==> src/cfc_pkg.sv <==
// package of constants and types for the cycle and flag control block
package cfc_pkg;

  // instruction classes presented by the decoder
  typedef enum logic [4:0] {
    CFC_OP_OTHER,      // plain single cycle op, no flags
    CFC_OP_JUMP,       // unconditional jump
    CFC_OP_CALL,       // subroutine call
    CFC_OP_IDX,        // indirect memory transfer
    CFC_OP_PCADD,      // computed program counter add
    CFC_OP_RET,        // subroutine return
    CFC_OP_RETI,       // interrupt return
    CFC_OP_ARITH,      // add, addc, sub, subc, inc, dec
    CFC_OP_FLAG_POP,   // flag restore from the stack
    CFC_OP_CMP_SKIP,   // compare and skip
    CFC_OP_INCDEC_SKIP, // increment or decrement and skip
    CFC_OP_TEST_CLEAR_SKIP, // test bit clear and skip
    CFC_OP_TEST_SET_SKIP,   // test bit set and skip
    CFC_OP_LOGIC,      // and, or, xor, not, neg, move into accumulator
    CFC_OP_SHIFT,      // shifts, rotates, carry swap
    CFC_OP_BIT_MEM     // set, clear bit of data ram
  } cfc_op_e;

  // flag positions in the status byte
  localparam int unsigned CFC_ZERO_BIT = 0;
  localparam int unsigned CFC_CARRY_BIT = 1;
  localparam int unsigned CFC_AUX_BIT = 2;
  localparam int unsigned CFC_OVF_BIT = 3;

  // flag update masks
  localparam logic [3:0] CFC_MASK_ALL = 4'hf;
  localparam logic [3:0] CFC_MASK_ZERO = 4'h1;
  localparam logic [3:0] CFC_MASK_CARRY = 4'h2;
  localparam logic [3:0] CFC_MASK_NONE = 4'h0;
  localparam logic [3:0] CFC_FLAGS_RST = 4'h0;

  // machine cycle counts
  localparam logic [1:0] CFC_CYC_ONE = 2'h1;
  localparam logic [1:0] CFC_CYC_TWO = 2'h2;

  // bit addressable ram window
  localparam logic [7:0] CFC_BIT_RAM_LO = 8'h00;
  localparam logic [7:0] CFC_BIT_RAM_HI = 8'h3f;

  // stack pointer step of a call
  localparam logic [7:0] CFC_SP_STEP = 8'h02;
  localparam logic [7:0] CFC_SP_RST = 8'h00;

endpackage : cfc_pkg

==> src/cfc_if.sv <==
// interface carrying flag results from the main block to the flag store
`timescale 1ns/10ps
interface cfc_if;
  logic upd;          // apply an update this cycle
  logic [3:0] mask;   // which flags change
  logic [3:0] value;  // new flag values
  logic [3:0] flags;  // current flags
  modport ctl (output upd, output mask, output value, input flags);
  modport store (input upd, input mask, input value, output flags);
endinterface : cfc_if

==> src/cfc_flag_store.sv <==
// masked status flag register
`timescale 1ns/10ps
module cfc_flag_store
  import cfc_pkg::*;
(
  input wire logic mclk,
  input wire logic rst,
  cfc_if.store fl
);

  logic [3:0] flags_reg; // zero, carry, aux carry, overflow
  logic [3:0] flags_next;

  // only masked bits take the new value
  assign flags_next = fl.upd ? ((flags_reg & ~fl.mask) | (fl.value & fl.mask)) : flags_reg;

  // flag register
  always_ff @(posedge mclk or posedge rst) begin
    if (rst) begin
      flags_reg <= CFC_FLAGS_RST;
    end else begin
      flags_reg <= flags_next;
    end
  end

  assign fl.flags = flags_reg;

endmodule : cfc_flag_store

==> src/cfc_core_ctl.sv <==
// cycle, flag mask, bit range and stack control of the core
`timescale 1ns/10ps
module cfc_core_ctl
  import cfc_pkg::*;
#(
  parameter int PC_W = 12 // program counter width
)
(
  input wire logic mclk,
  input wire logic rst,
  input wire logic instr_valid,
  input cfc_op_e instr_op,
  input wire logic [7:0] cmp_a,
  input wire logic [7:0] cmp_b,
  input wire logic [7:0] bit_addr,
  input wire logic [2:0] bit_sel,
  input wire logic [7:0] bit_data,
  input wire logic [PC_W-1:0] pc_cur,
  input wire logic [PC_W-1:0] target_pc,
  input wire logic [PC_W-1:0] stack_pc,
  input wire logic [3:0] alu_flags,
  input wire logic gie_set,
  input wire logic gie_clr,
  output logic busy,
  output logic [1:0] cycles,
  output logic skip_next,
  output logic bit_err,
  output logic [3:0] flags,
  output logic stack_we,
  output logic [7:0] stack_addr,
  output logic [PC_W-1:0] stack_wdata,
  output logic [7:0] stack_pointer,
  output logic pc_load,
  output logic [PC_W-1:0] pc_new,
  output logic gie
);

  // refuse program counter widths that the stack word cannot carry
  if (PC_W < 2 || PC_W > 16) begin : g_bad_pc_w
    $error("pc width out of range");
  end

  // states of the two cycle sequencer
  typedef enum logic {CFC_S_FIRST, CFC_S_SECOND} cfc_state_e;
  cfc_state_e state_reg, state_next;

  cfc_if fl();

  cfc_flag_store u_flags (
    .mclk(mclk),
    .rst(rst),
    .fl(fl)
  );

  // bit address inside the window
  function automatic logic in_bit_ram(input logic [7:0] a);
    in_bit_ram = (a >= CFC_BIT_RAM_LO) && (a <= CFC_BIT_RAM_HI);
  endfunction : in_bit_ram

  // decoded conditions
  wire logic is_bit_op = (instr_op == CFC_OP_BIT_MEM) || (instr_op == CFC_OP_TEST_CLEAR_SKIP)
    || (instr_op == CFC_OP_TEST_SET_SKIP);
  wire logic bit_ok = in_bit_ram(bit_addr);
  wire logic bit_val = bit_data[bit_sel];
  wire logic is_skip_op = (instr_op == CFC_OP_CMP_SKIP) || (instr_op == CFC_OP_INCDEC_SKIP)
    || (instr_op == CFC_OP_TEST_CLEAR_SKIP) || (instr_op == CFC_OP_TEST_SET_SKIP);
  wire logic skip_cond =
    ((instr_op == CFC_OP_CMP_SKIP) && (cmp_a == cmp_b)) ||
    ((instr_op == CFC_OP_INCDEC_SKIP) && (cmp_a == 8'h00)) ||
    ((instr_op == CFC_OP_TEST_CLEAR_SKIP) && bit_ok && !bit_val) ||
    ((instr_op == CFC_OP_TEST_SET_SKIP) && bit_ok && bit_val);
  wire logic is_two_op = (instr_op == CFC_OP_JUMP) || (instr_op == CFC_OP_CALL) || (instr_op == CFC_OP_IDX)
    || (instr_op == CFC_OP_PCADD) || (instr_op == CFC_OP_RET) || (instr_op == CFC_OP_RETI);
  wire logic take = instr_valid && (state_reg == CFC_S_FIRST);
  wire logic two_cyc = is_two_op || (is_skip_op && skip_cond);

  // flag mask per instruction class
  logic [3:0] mask_sel;
  always_comb begin
    unique case (instr_op)
      CFC_OP_ARITH, CFC_OP_FLAG_POP, CFC_OP_CMP_SKIP, CFC_OP_INCDEC_SKIP: mask_sel = CFC_MASK_ALL;
      CFC_OP_LOGIC: mask_sel = CFC_MASK_ZERO;
      CFC_OP_SHIFT: mask_sel = CFC_MASK_CARRY;
      default: mask_sel = CFC_MASK_NONE;
    endcase
  end

  assign fl.upd = take;
  assign fl.mask = mask_sel;
  assign fl.value = alu_flags;

  // sequencer next state
  assign state_next = (take && two_cyc) ? CFC_S_SECOND : CFC_S_FIRST;

  // stack and program counter next values
  wire logic do_call = take && (instr_op == CFC_OP_CALL);
  wire logic do_ret = take && ((instr_op == CFC_OP_RET) || (instr_op == CFC_OP_RETI));
  wire logic [7:0] sp_next = do_call ? stack_pointer + CFC_SP_STEP
    : (do_ret ? stack_pointer - CFC_SP_STEP : stack_pointer);
  wire logic [PC_W-1:0] ret_pc = pc_cur + {{(PC_W-1){1'b0}}, 1'b1};
  wire logic load_pc = do_call || do_ret || (take && (instr_op == CFC_OP_JUMP));
  wire logic [PC_W-1:0] pc_target = do_ret ? stack_pc : target_pc;
  wire logic gie_next = (take && (instr_op == CFC_OP_RETI)) ? 1'b1
    : (gie_set ? 1'b1 : (gie_clr ? 1'b0 : gie));

  // sequencer state
  always_ff @(posedge mclk or posedge rst) begin
    if (rst) begin
      state_reg <= CFC_S_FIRST;
    end else begin
      state_reg <= state_next;
    end
  end

  // timing outputs
  always_ff @(posedge mclk or posedge rst) begin
    if (rst) begin
      busy <= 1'b0;
      cycles <= CFC_CYC_ONE;
      skip_next <= 1'b0;
      bit_err <= 1'b0;
    end else begin
      busy <= take && two_cyc;
      cycles <= take ? (two_cyc ? CFC_CYC_TWO : CFC_CYC_ONE) : cycles;
      skip_next <= take && is_skip_op && skip_cond;
      bit_err <= take && is_bit_op && !bit_ok;
    end
  end

  // stack pointer, stack write and pc load
  always_ff @(posedge mclk or posedge rst) begin
    if (rst) begin
      stack_pointer <= CFC_SP_RST;
      stack_we <= 1'b0;
      stack_addr <= CFC_SP_RST;
      stack_wdata <= '0;
      pc_load <= 1'b0;
      pc_new <= '0;
    end else begin
      stack_pointer <= sp_next;
      stack_we <= do_call;
      stack_addr <= do_ret ? stack_pointer - CFC_SP_STEP : stack_pointer;
      stack_wdata <= ret_pc;
      pc_load <= load_pc;
      pc_new <= pc_target;
    end
  end

  // global interrupt enable and flags copy
  always_ff @(posedge mclk or posedge rst) begin
    if (rst) begin
      gie <= 1'b0;
      flags <= CFC_FLAGS_RST;
    end else begin
      gie <= gie_next;
      flags <= fl.flags;
    end
  end

  chk_two_cycle_ops: assert property (@(posedge mclk) disable iff (rst)
    (take && is_two_op) |=> (busy && cycles == CFC_CYC_TWO && !fl.upd))
    else $error("two cycle op not held");
  chk_skip_taken: assert property (@(posedge mclk) disable iff (rst)
    (take && is_skip_op && skip_cond) |=> (skip_next && busy))
    else $error("taken skip not two cycles");
  chk_skip_not_taken: assert property (@(posedge mclk) disable iff (rst)
    (take && is_skip_op && !skip_cond) |=> (!skip_next && !busy && cycles == CFC_CYC_ONE))
    else $error("untaken skip not one cycle");
  chk_arith_flags: assert property (@(posedge mclk) disable iff (rst)
    (take && instr_op == CFC_OP_ARITH) |=> ##1 (flags == $past(alu_flags, 2)))
    else $error("arith flags not updated");
  chk_bit_range: assert property (@(posedge mclk) disable iff (rst)
    (take && is_bit_op && bit_addr > CFC_BIT_RAM_HI) |=> bit_err)
    else $error("out of range bit access not flagged");
  chk_shift_flags: assert property (@(posedge mclk) disable iff (rst)
    (take && instr_op == CFC_OP_SHIFT) |=> (fl.flags[CFC_ZERO_BIT] == $past(fl.flags[CFC_ZERO_BIT])))
    else $error("shift changed zero");
  chk_call_stack: assert property (@(posedge mclk) disable iff (rst)
    (take && instr_op == CFC_OP_CALL) |=> (stack_we && stack_pointer == $past(stack_pointer) + CFC_SP_STEP
      && stack_wdata == $past(pc_cur) + 1'b1))
    else $error("call stack wrong");
  chk_reti_gie: assert property (@(posedge mclk) disable iff (rst)
    (take && instr_op == CFC_OP_RETI) |=> (gie && pc_load && pc_new == $past(stack_pc)))
    else $error("reti did not restore");

  // further guards on returns, busy length, flag masks and the bit window
  chk_ret_stack: assert property (@(posedge mclk) disable iff (rst)
    (take && instr_op == CFC_OP_RET) |=> (pc_load && pc_new == $past(stack_pc)
      && stack_pointer == $past(stack_pointer) - CFC_SP_STEP))
    else $error("return did not restore pc");
  chk_busy_one_cycle: assert property (@(posedge mclk) disable iff (rst)
    busy |=> !busy)
    else $error("busy held beyond second cycle");
  chk_skip_flags: assert property (@(posedge mclk) disable iff (rst)
    (take && instr_op == CFC_OP_INCDEC_SKIP) |=> (fl.flags == $past(alu_flags)))
    else $error("skip op flags not updated");
  chk_logic_flags: assert property (@(posedge mclk) disable iff (rst)
    (take && instr_op == CFC_OP_LOGIC) |=> (fl.flags[CFC_ZERO_BIT] == $past(alu_flags[CFC_ZERO_BIT])
      && fl.flags[CFC_CARRY_BIT] == $past(fl.flags[CFC_CARRY_BIT])))
    else $error("logic op flags wrong");
  chk_bit_no_flags: assert property (@(posedge mclk) disable iff (rst)
    (take && instr_op == CFC_OP_BIT_MEM) |=> (fl.flags == $past(fl.flags)))
    else $error("bit op changed flags");
  chk_bit_in_range: assert property (@(posedge mclk) disable iff (rst)
    (take && is_bit_op && bit_addr <= CFC_BIT_RAM_HI) |=> !bit_err)
    else $error("in range bit access flagged");

  cov_skip: cover property (@(posedge mclk) disable iff (rst) take && is_skip_op && skip_cond);
  cov_call: cover property (@(posedge mclk) disable iff (rst) do_call);
  cov_reti: cover property (@(posedge mclk) disable iff (rst) take && instr_op == CFC_OP_RETI);
  // out of window bit access and a request refused in the busy cycle
  cov_bit_err: cover property (@(posedge mclk) disable iff (rst) take && is_bit_op && !bit_ok);
  cov_refused: cover property (@(posedge mclk) disable iff (rst) instr_valid && state_reg == CFC_S_SECOND);

endmodule : cfc_core_ctl

==> config.mk <==
export PLATFORM = sky130hd
export DESIGN_NAME = cfc_core_ctl
export DESIGN_NICKNAME = d
export VERILOG_FILES = /design/src/cfc_pkg.sv /design/src/cfc_if.sv /design/src/cfc_flag_store.sv /design/src/cfc_core_ctl.sv
export SDC_FILE = /design/constraint.sdc
export NUM_CORES = 1
export LEC_CHECK = 0
export ABC_AREA = 1
export BUFFER_PORTS_ARGS = -buffer_cell sky130_fd_sc_hd__buf_2
export CAP_MARGIN = 20
export CORE_AREA = 2 2 80 82
export CTS_CLUSTER_DIAMETER = 150
export CTS_CLUSTER_SIZE = 40
export DETAILED_ROUTE_END_ITERATION = 8
export DIE_AREA = 0 0 82 84
export PLACE_DENSITY = 0.93
export SKIP_CTS_REPAIR_TIMING = 1
export SLEW_MARGIN = 20
export SYNTH_ARGS = -nofsm -noshare
export SYNTH_HDL_FRONTEND = slang
export SYNTH_HIERARCHICAL = 1
export SYNTH_SLANG_ARGS = --single-unit
==> constraint.sdc <==
create_clock -name mclk -period 2.2 [get_ports mclk]
set_clock_uncertainty 0.05 [all_clocks]
set_input_delay 0.22 -clock mclk [delete_from_list [all_inputs] [get_ports mclk]]
set_output_delay 0.22 -clock mclk [all_outputs]
set_load 0.02 [all_outputs]
==> metrics.txt, run 1 <==
DR vias 2784; Final ANT Viol Nets 0; Post-Synth Simple-Gate Area 29.20%; routed len/inst 12.28 um; Post-Syn Area per Cell 8.354 sq um; post-synthesis adder-cell area fraction roughly 1.3%; final setup vio count 0; Clk Latency, worst-skew pair 300 ps; largest registers pc_new: 12 flops, stack_wdata: 12 flops; Finished Cell Area 0.003816 sq mm; #FFs+latches synth 54; Worst-Margin Slew 594.4 ps; CTS H-tree lvls 2; total grt overflow 0; synthesized area 0.002999 sq mm; most frequent cells after synthesis nand2_1 (94), inv_1 (55), dfrtp_1 (53); CP Max Fanout 18; Die Area 0.006888 sq mm; grt met3 use approximately 2.4%; Vias/cell 4.884; RSZ-0062 raised after global routing false; placed cell area 0.003696 sq mm; Static Leak 2.167 nW; Primary FF master, synth dfrtp_1; Hold Path Class in -> reg; FMAX 635.3 MHz; worst setup path class reg -> reg; top-count cell post-synth nand2_1; Compound-Gate Fraction of Synth Area under 10%; Initial DRT Pass Iterations 4; post-detail-place hpwl 5.680 mm; RePlAce Congestion 0.9240; WL final 6.999 mm; Distinct cells, synth 39; final worst path period need 1574 ps; CTS sink cnt 54; met1 Track Usage GR 24.91%; Max-Cap Viols 0; startpoint type of the worst setup path register; Max IR drop VDD between 0.4 and 0.5 mV; mux contribution to synthesized area 5.507%; first-pass GRT wire length ~11 mm; crit path capture type register; synth warn 6; global-route usage over all layers 20.65%; vias in the first global route roughly 2.7k; PD cells approximately 780 mW/mm^2; std cell rows 29; CP required ~2300 ps; Detailed Route Iter0 Violations 140; Final Max Tran Viols 0; status finished clean; slew margin rel. 60.31%; ANT cells 0; top cells by area, synth dfrtp_1 (44%), nand2_1 (12%), inv_1 (6.9%); largest family of logic cells by synthesized area simple AND/OR/NAND/NOR gates; GR Util met2 36.07%; TritonCTS buffer count 5; sequential area share after synthesis 45.10%; synthesis-to-layout area growth 27.24%; core box area 0.006096 sq mm; GRT Max-Usage Layer met2; Clock transition at path regs approximately 90 ps; Horiz. Die Dim between 80 and 90 um; area leader, netlist dfrtp_1; Synth async-reset ratio 100.0%; Starting Density 49.20%; area share of xor/xnor cells in the synthesized design under 10%; clock tree buffer depth 2; CTS tree done; largest net degree at the start of global routing 30; post-synthesis cell count ~360; ratio of cells with drive above 1 in the final layout 34.08%; I/O pin count about 140; setup tns final 0 ps; post-synth top area share 44.22%; Root Buffer clkbuf_8; initial antenna violation count 0; DIE HEIGHT 84 um; Remaining DRCs 0; CP Data Arrival Time around 1700 ps; final period utilization 71.54%; Port Buffer Count 128; EDFF count, synth 0; fin nets 580; Hold Fails Final Rpt 0
-- power breakdown --
part | switching (mW) | internal [mW]
logic | 0.675 | 0.359
clock network | 0.314 | 0.340
registers | 0.118 | 1.18
-- placed cells by master (no fill, tap or decap), types with 2 or more instances in the layout --
cell type / netlist / final
nor2_4: 2 / 2
nand2_2: 2 / 2
o21ai_0: 5 / 5
nor2_1: 30 / 30
xnor2_1: 5 / 5
inv_2: 5 / 6
nand2_4: 2 / 2
mux2_2: 4 / 4
mux2_4: 8 / 8
buf_2: 1 / 128
ha_1: 3 / 3
nand3_1: 29 / 29
xor2_1: 14 / 14
o21ai_1: 3 / 3
nand2_1: 94 / 94
conb_1: 1 / 2
nand4_1: 10 / 10
inv_1: 55 / 54
nor3_1: 9 / 9
clkbuf_8: 0 / 5
dfrtp_1: 53 / 53
a31oi_1: 3 / 3
o211ai_1: 3 / 3
-- critical path, stage by stage, from the launching register on --
cell	delay (ps)
dfrtp_1	390
inv_1	70
nand2_2	170
nor2_8	220
nand2_8	150
nor2_4	160
nand3_1	100
nand2_1	90
a31oi_1	70
-- stage by stage --
step                utilization, %  worst slack (ps)  cells  hold WS [ps]  total power [mW]
floorplan                        -             642.9    360        -63.92             1.972
global placement             60.63             689.6    561         71.49             2.299
detailed placement           60.63             652.1    561         76.58             2.341
CTS                          62.44             626.3    569        -260.0             3.004
global route                 62.60             500.0    570         17.21             3.164
finish                       62.60             626.0    570         31.14             2.987
-- path summary, 6_finish.rpt --
kind,cells past startpoint,end,startpoint,slack (ps)
max in group asynchronous,4,pc_new[8],rst,920
setup reg to reg,8,stack_pointer[5],busy,630
hold reg to reg,0,flags[1],register,340
hold / removal,2,stack_wdata[0],pc_cur[0],30
setup / recovery,8,stack_pointer[5],busy,630
min in group asynchronous,3,asynchronous set/reset pin,rst,300
-- kinds of logic (layout without fill, tap and decap cells) --
family,count (synthesis),in the layout
flops,54,54
fa+ha+maj,3,3
buf+inv,66,199
mux,12,12
xor+xnor,20,20
compound gates,17,17
simple gates,186,186
other cells,1,2
-- layout make-up --
type                            count  area (sq um)
Multi-Input combinational cell    240          1370
Timing Repair Buffer              130         658.1
Sequential cell                    54          1353
Clock buffer                        6         72.57
Clock inverter                      2         37.54
Fill cell                         525          2280
Tap cell                           77         96.34
Inverter                           61         229.0
-- per-layer routing --
metal / wire [um] / part of all wire, % / vias to the layer above
met3: 416 / 5.9 / 26
met5: 0 / 0 / -
li1: - / - / 1385
met1: 2791 / 40 / 1249
met4: 243 / 3.5 / 0
met2: 3548 / 51 / 124
No activity file was read; power rests on OpenSTA's default activity.
==> inputs of run 2 (changes only) <==
Settings changed: CORE_AREA 2 2 80 82 to 2 2 83 85, DIE_AREA 0 0 82 84 to 0 0 85 87, PLACE_DENSITY 0.93 to 0.88.
Clock period 2.2 ns to 1.5 ns, I/O delays scaled along.
==> run 2 against run 1 <==
Effect of this change: the flow now finishes with violations (hold timing); flip-flop and latch count unchanged; final area up 4.6%; maximum frequency up 7.4%; non-clock buffer count up 17; global-route usage down 1.7 points; utilization down 1.8 points; count of clock-buffer cells in the layout down 1; worst setup slack worse by 590 ps; combinational power up 58%; clock power up 44%; power up 50%; largest cell class unchanged; highest routed layer unchanged; worst hold slack worse by 34 ps.
==> metrics.txt, run 2 (synthesis results as in run 1) <==
Clk pwr share 21.1% (-0.8 points); Final ANT Viol Nets 0 (unchanged); origin of the critical flop-to-flop path stack_pointer[1]; Cell Count, Final, Fillers Out 589 (+3.3%); RePlAce Congestion 0.9087 (-1.7%); worst reg2reg path endpoint stack_pointer[7]; ratio of cells with drive above 1 in the final layout 35.76% (+1.7 points); CP Max Fanout 3 (-15); Detailed Route Iter0 Violations 83 (-41%); CP peak stage delay 410 ps (+20 ps); routed len/inst 12.21 um (-0.54%); total grt overflow 0 (unchanged); setup slack, reg-to-reg 30 ps (-590 ps); DR vias 2817 (+1.2%); crit path capture type register; Root Buffer clkbuf_8; final period utilization 97.71% (+26 points); Slowest-stage cell, CP dfrtp_1; TritonCTS buffer count 5 (unchanged); Fillers 565 (+7.6%); switching share of total power 36.55% (-0.52 points); CTS sink cnt 54 (unchanged); CTS tree done; Max IR drop VDD 0.7806 mV (+72%); I/O pin count 137 (unchanged); final worst path period need 1466 ps (-108.4 ps); WP buf/inv 1 (unchanged); vias in the first global route 2762 (+2.8%); reg2reg path depth 8 (unchanged); Static Leak 2.256 nW (+4.1%); commonest non-fill, non-tap cells in the layout buf_2 (128), nand2_1 (94), inv_1 (54); Vias/cell 4.783 (-2.1%); ANT cells 0 (unchanged); worst hold start gie_set; Internal 2.845 mW (+51%); DIE HEIGHT 87 um (+3.6%); delay-heaviest family, CP flip-flops; Tot Pwr 4.483 mW (+50%); RSZ-0062 raised after global routing true; std cell rows 30 (+3.4%); Clk Latency, worst-skew pair 300 ps (about the same); largest net degree at the start of global routing 51 (+70%); Hold Path Class in -> reg; Max-Cap Viols 0 (unchanged); Hold Fails Final Rpt 1 (+1); Final Max Tran Viols 0 (unchanged); Initial DRT Pass Iterations 4 (unchanged); Clock transition at path regs 100 ps (about the same); final setup vio count 0 (unchanged); Hold Crit Depth 3 (+1); core box area 0.006569 sq mm (+7.8%); CP Data Arrival Time 1640 ps (-70 ps); Remaining DRCs 0 (unchanged); sequential share of power 42.5% (-1.0 points); initial antenna violation count 0 (unchanged); sequence of cells on the critical path inv_1 -> ha_2 -> nand4_1 -> xnor2_1 -> nand3_1 -> nand2_1 -> nand2_1 -> o21ai_1; clock tree buffer depth 2 (unchanged); hold path endpoint gie; Horiz. Die Dim 85 um (+3.7%); Starting Density 45.66% (-3.5 points); Die Area 0.007395 sq mm (+7.4%); worst setup path class reg -> reg; commonest non-fill, non-tap cell in the layout buf_2; cell mode on critical path nand2_1; fin nets 597 (+2.9%); post-detail-place hpwl 5.643 mm (-0.65%); global-route usage over all layers 18.99% (-1.7 points); logic gate share of total power 36.4% (+1.8 points); WL final 7.193 mm (+2.8%); synthesis-to-layout area growth 33.08%; first-pass GRT wire length 11.57 mm (+3.5%); CP required 1670 ps (-670 ps); FMAX 682.3 MHz (+7.4%); Port Buffer Count 128 (unchanged); PD cells 1123 mW/mm^2 (+44%); CTS H-tree lvls 2 (unchanged); dpl cells 569 (+1.4%); Net Sw Power 1.638 mW (+48%); failing checks hold timing; WHS -3.085 ps (-34.22 ps); status finished with violations; startpoint type of the worst setup path register; largest registers pc_new: 12 flops, stack_wdata: 12 flops
## run 2: worst max-delay path by stage
stage	startpoint	cells past startpoint	slack [ps]	end
2_1_floorplan	busy	6	9	pc_new[10]
3_3_place_gp	pc_cur[0]	8	80	stack_wdata[10]
3_5_place_dp	pc_cur[0]	8	40	stack_wdata[10]
4_1_cts	busy	7	40	stack_pointer[5]
5_1_grt	stack_pointer[1]	8	-90	stack_pointer[7]
6_report	stack_pointer[1]	8	30	stack_pointer[7]
## run 2: area by class of cell
type,count,area (sq um),share of cell area [%]
tap,80,100.1,2.508
clock buffer,5,68.82,1.724
multi-input combinational,240,1378,34.51
inverter,61,229.0,5.737
sequential,54,1354,33.92
clock inverter,2,38.79,0.9718
timing repair buffer,147,823.3,20.63
## run 2: routing by layer
metal | GRT usage [%] | up-vias | wire length [um]
met2 | 35.16 | 81 | 3778
li1 | - | 1423 | -
met4 | 5.772 | 0 | 114
met5 | 0 | - | 0
met3 | 2.938 | 10 | 342
met1 | 22.66 | 1303 | 2957
## run 2: power groups by stage
stage               logic [mW]  clock network, mW  registers [mW]
global placement          1.48                  0            1.93
floorplan                0.649                  0            2.24
global route              1.79               1.02            1.95
finish                    1.63              0.944            1.91
detailed placement        1.53                  0            1.94
CTS                       1.54              0.976            1.91
## run 2: worst min-delay path: stages
cell	delay, ps
buf_2	80
a21oi_1	30
o21ai_0	50
## run 2: through the flow
stage,worst slack (ps),util (%),area (sq um),TNS [ps],hold slack (ps)
2_1_floorplan,9.133,-,3008,0,-133.9
3_3_place_gp,83.02,57.16,3755,0,-0.3221
3_5_place_dp,37.73,57.16,3755,0,8.535
4_1_cts,41.21,58.80,3862,0,-321.0
5_1_grt,-91.38,60.76,3991,-91.38,0.3148
6_report,34.37,60.76,3991,0,-3.085
